`src/core/power_load_clear_consts.svh`:
```
// constants for the power-down, dac-load and software-clear command logic
// assumes 16-bit command words arrive already decoded by command byte
`ifndef POWER_LOAD_CLEAR_CONSTS_SVH
`define POWER_LOAD_CLEAR_CONSTS_SVH
`define CMD_DAC_LOAD 8'h66
`define CMD_SW_CLEAR 8'h74
`define CMD_POWER_DOWN 8'h4c
`define PD_GLOBAL_BIT 11
`define PD_CH2_SENSE_BIT 7
`define PD_CH2_GATE_BIT 6
`define PD_CH2_SUM_BIT 5
`define PD_CH2_DAC_BIT 4
`define PD_CH1_SENSE_BIT 3
`define PD_CH1_GATE_BIT 2
`define PD_CH1_SUM_BIT 1
`define PD_CH1_DAC_BIT 0
`define PD_RESET 9'h1ff
`define LD_CH2_BIT 1
`define LD_CH1_BIT 0
`define CLR_FULL_BIT 6
`define CLR_ARM_BIT 5
`define CLR_ALARM_BIT 4
`define CLR_CACHE_BIT 3
`define CLR_QUEUE_BIT 2
`define CLR_CH2_BIT 1
`define CLR_CH1_BIT 0
`define DAC_RESET 12'h000
`define INIT_CYCLES 16
`endif

```
`src/core/power_load_clear_pkg.sv`:
```
// types for the power-down, dac-load and software-clear command logic
// assumes the constants header is compiled alongside
package power_load_clear_pkg;
	typedef enum logic [1:0] {
		IDLE = 2'b00,
		INIT = 2'b01
	} init_state_e;
	typedef logic [11:0] dac_code_t;
	typedef logic [15:0] cmd_word_t;
endpackage : power_load_clear_pkg

```
`src/core/power_load_clear_control.sv`:
```
// command-register logic: power-down word, dac-load strobes, software-clear word
// assumes cmdValid is a one-cycle pulse on clk from the serial decoder
//
// Behaviour
// - bits 7..4 power down ch2 sense, gate amp, sum node, dac; reset to one.
// - bits 3..0 power down ch1 sense, gate amp, sum node, dac; reset to one.
// - dac-load bit 1 copies ch2 input to output; bits 15..2 ignored.
// - dac-load bit 0 copies ch1 input to output.
// - full reset only after the completing second write; arm resets to zero.
// - full reset restores all registers except global power-down, left clear; oscillator keeps running.
// - after full reset commands accepted without clearing global power-down.
// - busy high while ram initializes during full reset, then low.
// - clear bit 4 resets alarm thresholds and alarm flags.
// - clear bit 3 returns table pointers and lookup cache to power-up.
// - after cache clear next sample always forces lookup and code calculation.
// - clear bit 2 resets queue pointers and discards contents.
// - clear bit 1 resets ch2 dac input and output registers.
// - clear bit 0 resets ch1 dac input and output registers.
// - global power-down at bit 11 is one at power-up and overrides all.
`timescale 1ns/1ps
`include "power_load_clear_consts.svh"
module power_load_clear_control #(
	parameter int INIT_CYCLES = `INIT_CYCLES
)(
	input wire logic clk,
	input wire logic reset,
	input wire logic cmdValid,
	input wire logic [7:0] cmdByte,
	input wire power_load_clear_pkg::cmd_word_t cmdData,
	input wire logic ch1InWrite,
	input wire logic ch2InWrite,
	input wire power_load_clear_pkg::dac_code_t dacInData,
	input wire logic sampleDone,
	output logic globalPowerDown,
	output logic ch2SenseAmpOff,
	output logic ch2GateAmpOff,
	output logic ch2SumNodeOff,
	output logic ch2DacOff,
	output logic ch1SenseAmpOff,
	output logic ch1GateAmpOff,
	output logic ch1SumNodeOff,
	output logic ch1DacOff,
	output power_load_clear_pkg::dac_code_t ch1InReg,
	output power_load_clear_pkg::dac_code_t ch2InReg,
	output power_load_clear_pkg::dac_code_t ch1OutReg,
	output power_load_clear_pkg::dac_code_t ch2OutReg,
	output logic alarmClear,
	output logic cacheClear,
	output logic forceLookup,
	output logic queueClear,
	output logic ramInit,
	output logic busy,
	output logic cmdAccepted
);
	import power_load_clear_pkg::*;
	// the init counter is 16 bits wide
	if (INIT_CYCLES < 1 || INIT_CYCLES > 65535)
	begin : g_bad_init
		$error("INIT_CYCLES out of range");
	end

	typedef struct packed {
		logic [8:0] pd;
		logic arm;
		dac_code_t in1;
		dac_code_t in2;
		dac_code_t out1;
		dac_code_t out2;
		logic almClr;
		logic lookup_cache_clear_bit;
		logic force_;
		logic queueClr;
		init_state_e st;
		logic [15:0] cnt;
	} state_s;

	state_s s_r;
	state_s s_nxt;
	logic isPd;
	logic isLoad;
	logic isClear;
	logic fullGo;

	////////////////////////////////////////////////////////////////////////
	assign isPd = cmdValid && cmdByte == `CMD_POWER_DOWN;
	assign isLoad = cmdValid && cmdByte == `CMD_DAC_LOAD;
	assign isClear = cmdValid && cmdByte == `CMD_SW_CLEAR;
	// second write completes the armed sequence
	assign fullGo = isClear && s_r.arm && cmdData[`CLR_FULL_BIT] && !cmdData[`CLR_ARM_BIT];

	always_comb
	begin
		s_nxt = s_r;
		s_nxt.almClr = 1'b0;
		s_nxt.lookup_cache_clear_bit = 1'b0;
		s_nxt.queueClr = 1'b0;
		if (sampleDone)
			s_nxt.force_ = 1'b0;
		if (ch1InWrite)
			s_nxt.in1 = dacInData;
		if (ch2InWrite)
			s_nxt.in2 = dacInData;
		if (s_r.st == INIT)
		begin
			if (s_r.cnt == 16'(INIT_CYCLES - 1))
				s_nxt.st = IDLE;
			else
				s_nxt.cnt = s_r.cnt + 16'h0001;
		end
		if (isPd)
			s_nxt.pd = {cmdData[`PD_GLOBAL_BIT], cmdData[7:0]};
		if (isLoad)
		begin
			if (cmdData[`LD_CH2_BIT])
				s_nxt.out2 = s_r.in2;
			if (cmdData[`LD_CH1_BIT])
				s_nxt.out1 = s_r.in1;
		end
		if (isClear)
		begin
			s_nxt.arm = cmdData[`CLR_ARM_BIT] && !cmdData[`CLR_FULL_BIT];
			if (cmdData[`CLR_ALARM_BIT])
				s_nxt.almClr = 1'b1;
			if (cmdData[`CLR_CACHE_BIT])
			begin
				s_nxt.lookup_cache_clear_bit = 1'b1;
				s_nxt.force_ = 1'b1;
			end
			if (cmdData[`CLR_QUEUE_BIT])
				s_nxt.queueClr = 1'b1;
			if (cmdData[`CLR_CH2_BIT])
			begin
				s_nxt.in2 = `DAC_RESET;
				s_nxt.out2 = `DAC_RESET;
			end
			if (cmdData[`CLR_CH1_BIT])
			begin
				s_nxt.in1 = `DAC_RESET;
				s_nxt.out1 = `DAC_RESET;
			end
		end
		if (fullGo)
		begin
			// power-off values, but global power-down left clear
			s_nxt.pd = `PD_RESET;
			s_nxt.pd[`PD_GLOBAL_BIT - 3] = 1'b0;
			s_nxt.arm = 1'b0;
			s_nxt.in1 = `DAC_RESET;
			s_nxt.in2 = `DAC_RESET;
			s_nxt.out1 = `DAC_RESET;
			s_nxt.out2 = `DAC_RESET;
			s_nxt.almClr = 1'b1;
			s_nxt.lookup_cache_clear_bit = 1'b1;
			s_nxt.force_ = 1'b1;
			s_nxt.queueClr = 1'b1;
			s_nxt.st = INIT;
			s_nxt.cnt = 16'h0000;
		end
	end

	always_ff @(posedge clk)
	begin
		if (reset)
		begin
			s_r <= '0;
			s_r.pd <= `PD_RESET;
			s_r.st <= IDLE;
		end
		else
			s_r <= s_nxt;
	end

	////////////////////////////////////////////////////////////////////////
	// register bits 8..0 map data bits 11,7..0 (bits 10..8 live elsewhere)
	assign globalPowerDown = s_r.pd[8];
	assign ch2SenseAmpOff = s_r.pd[8] | s_r.pd[`PD_CH2_SENSE_BIT];
	assign ch2GateAmpOff = s_r.pd[8] | s_r.pd[`PD_CH2_GATE_BIT];
	assign ch2SumNodeOff = s_r.pd[8] | s_r.pd[`PD_CH2_SUM_BIT];
	assign ch2DacOff = s_r.pd[8] | s_r.pd[`PD_CH2_DAC_BIT];
	assign ch1SenseAmpOff = s_r.pd[8] | s_r.pd[`PD_CH1_SENSE_BIT];
	assign ch1GateAmpOff = s_r.pd[8] | s_r.pd[`PD_CH1_GATE_BIT];
	assign ch1SumNodeOff = s_r.pd[8] | s_r.pd[`PD_CH1_SUM_BIT];
	assign ch1DacOff = s_r.pd[8] | s_r.pd[`PD_CH1_DAC_BIT];
	assign ch1InReg = s_r.in1;
	assign ch2InReg = s_r.in2;
	assign ch1OutReg = s_r.out1;
	assign ch2OutReg = s_r.out2;
	assign alarmClear = s_r.almClr;
	assign cacheClear = s_r.lookup_cache_clear_bit;
	assign forceLookup = s_r.force_;
	assign queueClear = s_r.queueClr;
	assign ramInit = s_r.st == INIT;
	assign busy = s_r.st == INIT;
	assign cmdAccepted = isPd | isLoad | isClear;
endmodule : power_load_clear_control

```
`config.mk`:
```
export PLATFORM = sky130hd
export DESIGN_NAME = power_load_clear_control
export DESIGN_NICKNAME = d
export VERILOG_FILES = /design/src/core/power_load_clear_pkg.sv /design/src/core/power_load_clear_control.sv
export VERILOG_INCLUDE_DIRS = /design/src /design/src/core
export SDC_FILE = /design/constraint.sdc
export NUM_CORES = 1
export LEC_CHECK = 0
export BUFFER_PORTS_ARGS = -buffer_cell sky130_fd_sc_hd__buf_2
export CAP_MARGIN = 20
export CELL_PAD_IN_SITES_DETAIL_PLACEMENT = 1
export CELL_PAD_IN_SITES_GLOBAL_PLACEMENT = 2
export CORE_MARGIN = 1.5
export CORE_UTILIZATION = 28
export CTS_CLUSTER_SIZE = 14
export DETAILED_ROUTE_END_ITERATION = 6
export PLACE_DENSITY = 0.86
export SYNTH_ARGS = -nofsm -noshare
export SYNTH_HDL_FRONTEND = slang
export SYNTH_SLANG_ARGS = --single-unit
```
`constraint.sdc`:
```
create_clock -name clk -period 1.8 [get_ports clk]
set_input_delay 0.18 -clock clk [delete_from_list [all_inputs] [get_ports clk]]
set_output_delay 0.18 -clock clk [all_outputs]
set_load 0.005 [all_outputs]
```
==> results of run 1 <==
-- power by group --
| group | total [mW] | switching [mW] | leakage [nW] | internal, mW |
|---|---|---|---|---|
| sequential | 1.81 | 0.0256 | 0.642 | 1.78 |
| clock | 1.85 | 0.761 | 0.149 | 1.09 |
| combinational | 0.234 | 0.124 | 1.01 | 0.109 |
| total | 3.89 | 0.910 | 1.80 | 2.98 |
-- stage by stage --
step           instances    TNS (ns)  area, um2  total power, mW
2_1_floorplan        395           0       3686            1.990
3_3_place_gp         614           0       4095            2.075
3_5_place_dp         614           0       4095            2.083
4_1_cts              630           0       4393            3.950
5_1_grt              630  -0.0006664       4400            4.032
6_report             630           0       4400            3.887
-- kinds of logic after synthesis --
family / after synthesis
fa+ha+maj: 1
compound gates: 54
flops: 79
mux: 47
buf+inv: 74
simple gates: 136
xor+xnor: 4
-- metal layers --
metal	GRT usage [%]	wire [um]
met2	23.61	4526
met5	0	0
met1	16.16	4070
met3	5.233	599
met4	4.573	128
-- layout make-up --
class	instances	area [um2]	area share [%]
Inverter	8	30.03	0.6824
Clock buffer	10	229.0	5.203
Timing Repair Buffer	113	656.9	14.93
Multi-Input combinational cell	242	1618	36.76
Clock inverter	6	68.82	1.564
Tap cell	172	215.2	4.891
Sequential cell	79	1583	35.97
-- synthesized netlist by cell type (2+ instances only) --
cell type,number,area [um2]
buf_4,52,390.4
buf_2,8,40.04
mux2i_1,47,470.5
clkbuf_1,2,7.510
nor2_1,49,183.9
o21bai_2,2,22.52
or3_1,4,25.02
nor3_1,5,25.02
nand3_1,6,30.03
or4b_1,3,30.03
inv_1,8,30.03
nand2_1,23,86.33
a21oi_1,24,120.1
o41ai_1,2,17.52
or4_1,7,52.55
nand4_1,3,18.77
o31ai_1,8,60.06
nand3b_1,2,15.01
dfxtp_1,79,1582
nor4b_2,2,30.03
or2_2,9,56.30
nor2b_1,2,12.51
xnor2_1,3,26.28
buf_1,2,7.510
nor4_1,6,37.54
nand4bb_1,2,22.52
buf_6,2,22.52
o21ai_0,14,70.07
-- timing repair --
action                                  in CTS  in global routing
setup buffers                                0                  0
endpoints found under the setup margin       0                  7
resized for setup                            0                  3
-- worst max-delay path, stage by stage (launching register included) --
cell and delay (ns):
dfxtp_1 0.33, ha_2 0.19, nor4bb_1 0.14, and4_1 0.18, buf_4 0.18, or4b_1 0.50
a21oi_1 0.14
-- worst min path at each step --
| stage | start | end | slack (ns) | depth (start not counted) |
|---|---|---|---|---|
| global route | cmdData[7] | s_r[78]$_SDFFE_PP1P_ | 0.08 | 3 |
| global placement | cmdData[7] | s_r[78]$_SDFFE_PP1P_ | 0.40 | 3 |
| detailed placement | cmdData[7] | s_r[78]$_SDFFE_PP1P_ | 0.42 | 3 |
| floorplan | cmdData[0] | s_r[71]$_SDFFE_PP1P_ | 0.31 | 2 |
| CTS | cmdData[7] | s_r[78]$_SDFFE_PP1P_ | 0.06 | 3 |
| finish | cmdData[7] | s_r[78]$_SDFFE_PP1P_ | 0.07 | 3 |
==> impl_results.md, run 1 <==
- Status: completed
- Initial Util: between 20% and 30%
- CTS H-tree lvls: 3
- Post-DP HPWL: 6893 um
- Layout fillers: roughly 1500
- Clk slew on worst S/H paths: roughly 0.060 ns
- Worst rel slew slack: between 60% and 70%
- Simple-gate share of the synthesized area: about a fifth
- Yosys cell types: 47
- R2R depth: 6
- DRT iter0 DRCs: between 80 and 90
- Area share of xor/xnor cells in the synthesized design: less than 1%
- Worst Skew: a little under 0.008 ns
- IO Port Bufs: a little under 100
- Crit-path max FO: 12
- Vias after detailed routing: 2923
- Drt via density: approximately 4.6
- Share of layout cells above drive strength 1: 32.31%
- # nets final: just under 500
- Measured slew at the worst slew-check pin: slightly above 0.5 ns
- Reg2reg end: s_r[11]$_SDFFE_PP0P_
- First-pass GRT wire length: between 15000 and 20000 um
- Initial antenna violation count: 0
- Max cap viols: 0
- DRC Markers: 0
- Main flop type after synthesis: dfxtp_1
- DIE AREA: roughly 14000 um2
- Worst endpoint required time: 2.08 ns
- Worst Setup Path Type: reg -> reg
- Sequential area share after synthesis: between 40% and 50%
- Largest net degree at the start of global routing: 27
- P_leak: about 1.8 nW
- Num ports: 106
- Hold WC Path Type: in -> reg
- F_max: 585.1 MHz
- Fin crit share: between 90% and 100%
- Longest Clk Path Bufs: 2
- Number of enable flip-flop cells after synthesis: 0
- CP Launch Point: s_r[1]$_SDFFE_PP0P_
- Final WL: 9326 um
- Post-DRT Antenna Nets: 0
- Clk_lat worst skew: 0.34 ns
- Final slew viol count: 0
- Cell Rows: between 40 and 50
- Compound-Gate Fraction of Synth Area: just under 9%
- Arrival @ worst endpoint: a little under 2 ns
- Core Util, Final: between 30% and 40%
- CTS root buf: clkbuf_16
- Reg2reg start: s_r[1]$_SDFFE_PP0P_
- CORE AREA: roughly 13000 um2
- Die height: about 120 um
- Final hold vios: 0
- Critical path destination: s_r[11]$_SDFFE_PP0P_
- P&R area growth vs syn: 19.38%
- Final setup fails: 0
- Power density over the cells: 883.4 nW/um2
- Number of antenna diodes: 0
- Pre-CTS setup slack: about 0.032 ns
- Pre-Repair DR Iteration Count: 4
- Largest family of logic cells by synthesized area: simple AND/OR/NAND/NOR gates
- Routed len/inst: 14.80 um
- Mux cell area share after synthesis: between 10% and 20%
- Total Routing Usage GR: between 10% and 20%
- Adder-Cell Fraction of Synth Area: less than 1%
- Mapped Area: around 3700 um2
- Final worst path period need: 1.709 ns
- Syn_area_per_cell: around 9.3 um2
- Cell count after synthesis: approximately 400
- Worst hold slack: 0.06778 ns
- CTS hold repair buffers: 0
- Total CTS buffers: 9
- Ys async rst share: 0%
- Syn Nets: 438
- TritonCTS clock tree: built
- Die width: roughly 120 um
- R2R setup slack: a little over 0.09 ns
- Grt ovf: 0
- RePlAce Congestion: about 0.75
- Yosys Warn Count: 0
- Vias in the first global route: about 3000
- Setup crit start kind: register
- Clock sink count: 79
- Most frequent cells in the layout: 98 x buf_2, 78 x dfxtp_1, 49 x nor2_1, 47 x mux2i_1, 24 x a21oi_1
- Peak VDD IR: approximately 560 uV
- Synth Register Bits: slightly below 80
- Commonest non-fill, non-tap cell in the layout: buf_2
- Critical Path End Type: register
- Final WS setup: 0.09074 ns
Power figures use the tool's default switching activity.
==> inputs of run 2 (changes only) <==
Settings changed: ABC_AREA set to 1, CORE_UTILIZATION 28 to 26.
==> run 2 against run 1 <==
- register-to-register slack improved by 0.09 ns
- clock-buffer cell count fell by 1
- synthesized cell count rose by 33%
- clock skew fell by 0.0028 ns
- worst setup slack improved by 0.088 ns
- non-clock buffer count decreased by 9
- global-route usage shrank 0.46 points
- via count grew 15%
- critical endpoint is now s_r[5]$_SDFFE_PP0P_
==> impl_results.md, run 2 <==
- Clock share of power: 47.9% (+0.4 points)
- Clk slew on worst S/H paths: 0.06 ns (about the same)
- Ys async rst share: 0% (unchanged)
- Total Routing Usage GR: 13.47% (-0.46 points)
- Drt via density: 4.412 (-4.9%)
- DIE AREA: 15650 um2 (+13%)
- Vias in the first global route: 3545 (+16%)
- CTS root buf: clkbuf_16
- DRC Markers: 0 (unchanged)
- Grt ovf: 0 (unchanged)
- Multi-input gate area: 1619 um2 (about the same)
- Sequential area share after synthesis: 40.80% (-2.1 points)
- Number of enable flip-flop cells after synthesis: 0 (unchanged)
- Hold path cells: 2 (-1)
- Largest cells by area after synthesis: dfxtp_1 41%, nand2_1 11%, buf_4 10%
- Commonest non-fill, non-tap cell in the layout: nand2_1
- Measured slew at the worst slew-check pin: 0.4512 ns (-0.06301 ns)
- Syn Nets: 567 (+29%)
- Clock sink count: 79 (unchanged)
- Mapped Area: 3876 um2 (+5.2%)
- Final setup fails: 0 (unchanged)
- Synth Register Bits: 79 (unchanged)
- Die width: 125.1 um (+6.3%)
- Most frequent cells in the layout: 111 x nand2_1, 98 x buf_2, 80 x nor2_1, 79 x dfxtp_1, 49 x inv_1
- Peak VDD IR: 341.6 uV (-39%)
- Syn_area_per_cell: 7.397 um2 (-21%)
- Layout fillers: 1852 (+20%)
- Top-area cell type share of the netlist area: 40.80% (-2.1 points)
- Sw Ratio: 23.70% (+0.28 points)
- Total CTS buffers: 9 (unchanged)
- Setup crit start kind: register
- CORE AREA: 14530 um2 (+14%)
- CTS resizes: 0 (unchanged)
- Final worst path period need: 1.622 ns (-0.08750 ns)
- Longest Clk Path Bufs: 2 (unchanged)
- Arrival @ worst endpoint: 1.88 ns (-0.11 ns)
- Cell count after synthesis: 524 (+33%)
- Pre-Repair DR Iteration Count: 4 (unchanged)
- # nets final: 617 (+24%)
- Setup_tns: 0 ns (unchanged)
- Post-route insts no fill: 763 (+21%)
- Yosys cell types: 32 (-32%)
- Number of antenna diodes: 0 (unchanged)
- Fin crit share: 90.10% (-4.9 points)
- First-pass GRT wire length: 17280 um (+11%)
- Worst rel slew slack: 69.89% (+4.3 points)
- Most numerous cell in the Yosys netlist: nand2_1
- R2R depth: 7 (+1)
- CTS hold repair buffers: 0 (unchanged)
- Yosys Warn Count: 0 (unchanged)
- Vias after detailed routing: 3366 (+15%)
- Max incr delay on CP: 0.38 ns (-0.12 ns)
- Crit-path max FO: 16 (+4)
- CTS H-tree lvls: 3 (unchanged)
- Num ports: 106 (unchanged)
- Sequential power share: 46.5% (about the same)
- Post-DRT Antenna Nets: 0 (unchanged)
- Final WL: 10320 um (+11%)
- Comb pwr share: 5.6% (-0.4 points)
- P_leak: 1.977 nW (+9.6%)
- Register area: 1582 um2 (about the same)
- Postcts setup bufs: 0 (unchanged)
- Largest net degree at the start of global routing: 25 (-7.4%)
- Cell Rows: 44 (+7.3%)
- NetSw: 0.9187 mW (+0.91%)
- Share of layout cells above drive strength 1: 25.91% (-6.4 points)
- Inst Count DP: 747 (+22%)
- Initial antenna violation count: 0 (unchanged)
- RSZ-0062 raised after global routing: false
- Max cap viols: 0 (unchanged)
- IO Port Bufs: 98 (unchanged)
- Clk_lat worst skew: 0.33 ns (about the same)
- Final slew viol count: 0 (unchanged)
- TritonCTS clock tree: built
- P&R area growth vs syn: 15.17%
- Synth top cells by count: 111 x nand2_1, 80 x nor2_1, 79 x dfxtp_1
- Worst Skew: 0.005124 ns (-0.002809 ns)
- Worst endpoint required time: 2.06 ns (-0.02 ns)
- DRT iter0 DRCs: 71 (-16%)
- Initial Util: 26.67% (-2.3 points)
- Pint: 2.957 mW (-0.67%)
- Crit-path cells: ha_1 -> nand3_2 -> nor2_4 -> nand2_4 -> nand2_4 -> nand2_1 -> a21oi_1
- Die height: 125.1 um (+6.3%)
- Power density over the cells: 868.2 nW/um2 (-1.7%)
- Crit path max-delay cell type: dfxtp_1
- Post-DP HPWL: 8047 um (+17%)
- F_max: 616.6 MHz (+5.4%)
- Status: completed
- Hold WC Path Type: in -> reg
- Routed len/inst: 13.52 um (-8.6%)
- Post-synth top area cell: dfxtp_1
- Main flop type after synthesis: dfxtp_1
- Critical Path End Type: register
- CP most frequent cell: nand2_4
- RePlAce Congestion: 0.7908 (+5.5%)
- Worst Setup Path Type: reg -> reg
- Final hold vios: 0 (unchanged)
==> run 2: cell types whose count changed after synthesis, sizes merged, moves of 6 or more <==
cell and change:
o31ai -8, nor2 +39, or4 -8, o211ai +6, inv +43, nand3 +14, mux2i -35, nand2 +93
nor4 -6, a21oi +13, o21ai +8
==> run 2: cell type report <==
class | count | area share (%)
repair buffers | 104 | 12.00
clock inverters | 7 | 1.822
inverters | 51 | 4.288
flip-flops and latches | 79 | 35.43
well taps | 184 | 5.157
multi-input cells | 329 | 36.27
clock buffers | 9 | 5.045
==> run 2: routing by layer <==
metal  up-vias  part of all wire [%]  wire length (um)  global-route usage [%]
li1       1700                     -                 -                       -
met1      1600                    44              4585                   15.86
met2        58                    49              5095                   23.63
met3         8                   5.2               535                   4.236
met4         0                  0.99               102                   3.610
met5         -                     0                 0                       0
==> run 2: worst max-delay path, delay by kind of cell (launching register included) <==
kind,cells,cell delay [ns]
and+or+nand+nor,5,0.70
DFF,1,0.38
adders and majority gates,1,0.30
AOI/OAI and AO/OA,1,0.16
==> run 2: final timing paths <==
| path | slack (ns) | from | endpoint |
|---|---|---|---|
| setup / recovery | 0.18 | s_r[0]$_SDFFE_PP0P_ | s_r[5]$_SDFFE_PP0P_ |
| hold / removal | 0.05 | sampleDone | forceLookup$_SDFF_PP0_ |
| setup reg to reg | 0.18 | s_r[0]$_SDFFE_PP0P_ | s_r[5]$_SDFFE_PP0P_ |
| hold reg to reg | 0.46 | register | register |
==> run 2: cells by family (layout without fill, tap and decap cells) <==
group                      count (synthesis)  count (layout)  share of synthesized area, %
AOI/OAI and AO/OA                         68              68                         9.910
xor gates and xnor gates                   7               7                         1.582
adders and majority gates                  1               1                        0.3227
buffers and inverters                    116             171                         17.43
DFF                                       79              79                         40.80
muxes                                     12              12                         3.099
and+or+nand+nor                          241             241                         26.86
==> run 2: per-stage QoR <==
step | setup WS (ns) | total power, mW | area (um2) | hold slack, ns | util [%]
floorplan | 0.3920 | 1.993 | 3876 | 0.2491 | -
global placement | 0.2552 | 2.053 | 4158 | 0.3845 | 28.61
detailed placement | 0.1694 | 2.062 | 4158 | 0.3972 | 28.61
CTS | 0.1470 | 3.941 | 4464 | 0.03819 | 30.72
global route | 0.03843 | 4.035 | 4464 | 0.04024 | 30.72
finish | 0.1782 | 3.876 | 4464 | 0.04824 | 30.72
==> run 2: power groups by stage <==
stage / registers (mW) / logic (mW) / clock network [mW]
CTS: 1.80 / 0.222 / 1.92
floorplan: 1.83 / 0.160 / 0
global route: 1.80 / 0.248 / 1.98
global placement: 1.84 / 0.213 / 0
detailed placement: 1.84 / 0.221 / 0
finish: 1.80 / 0.218 / 1.86
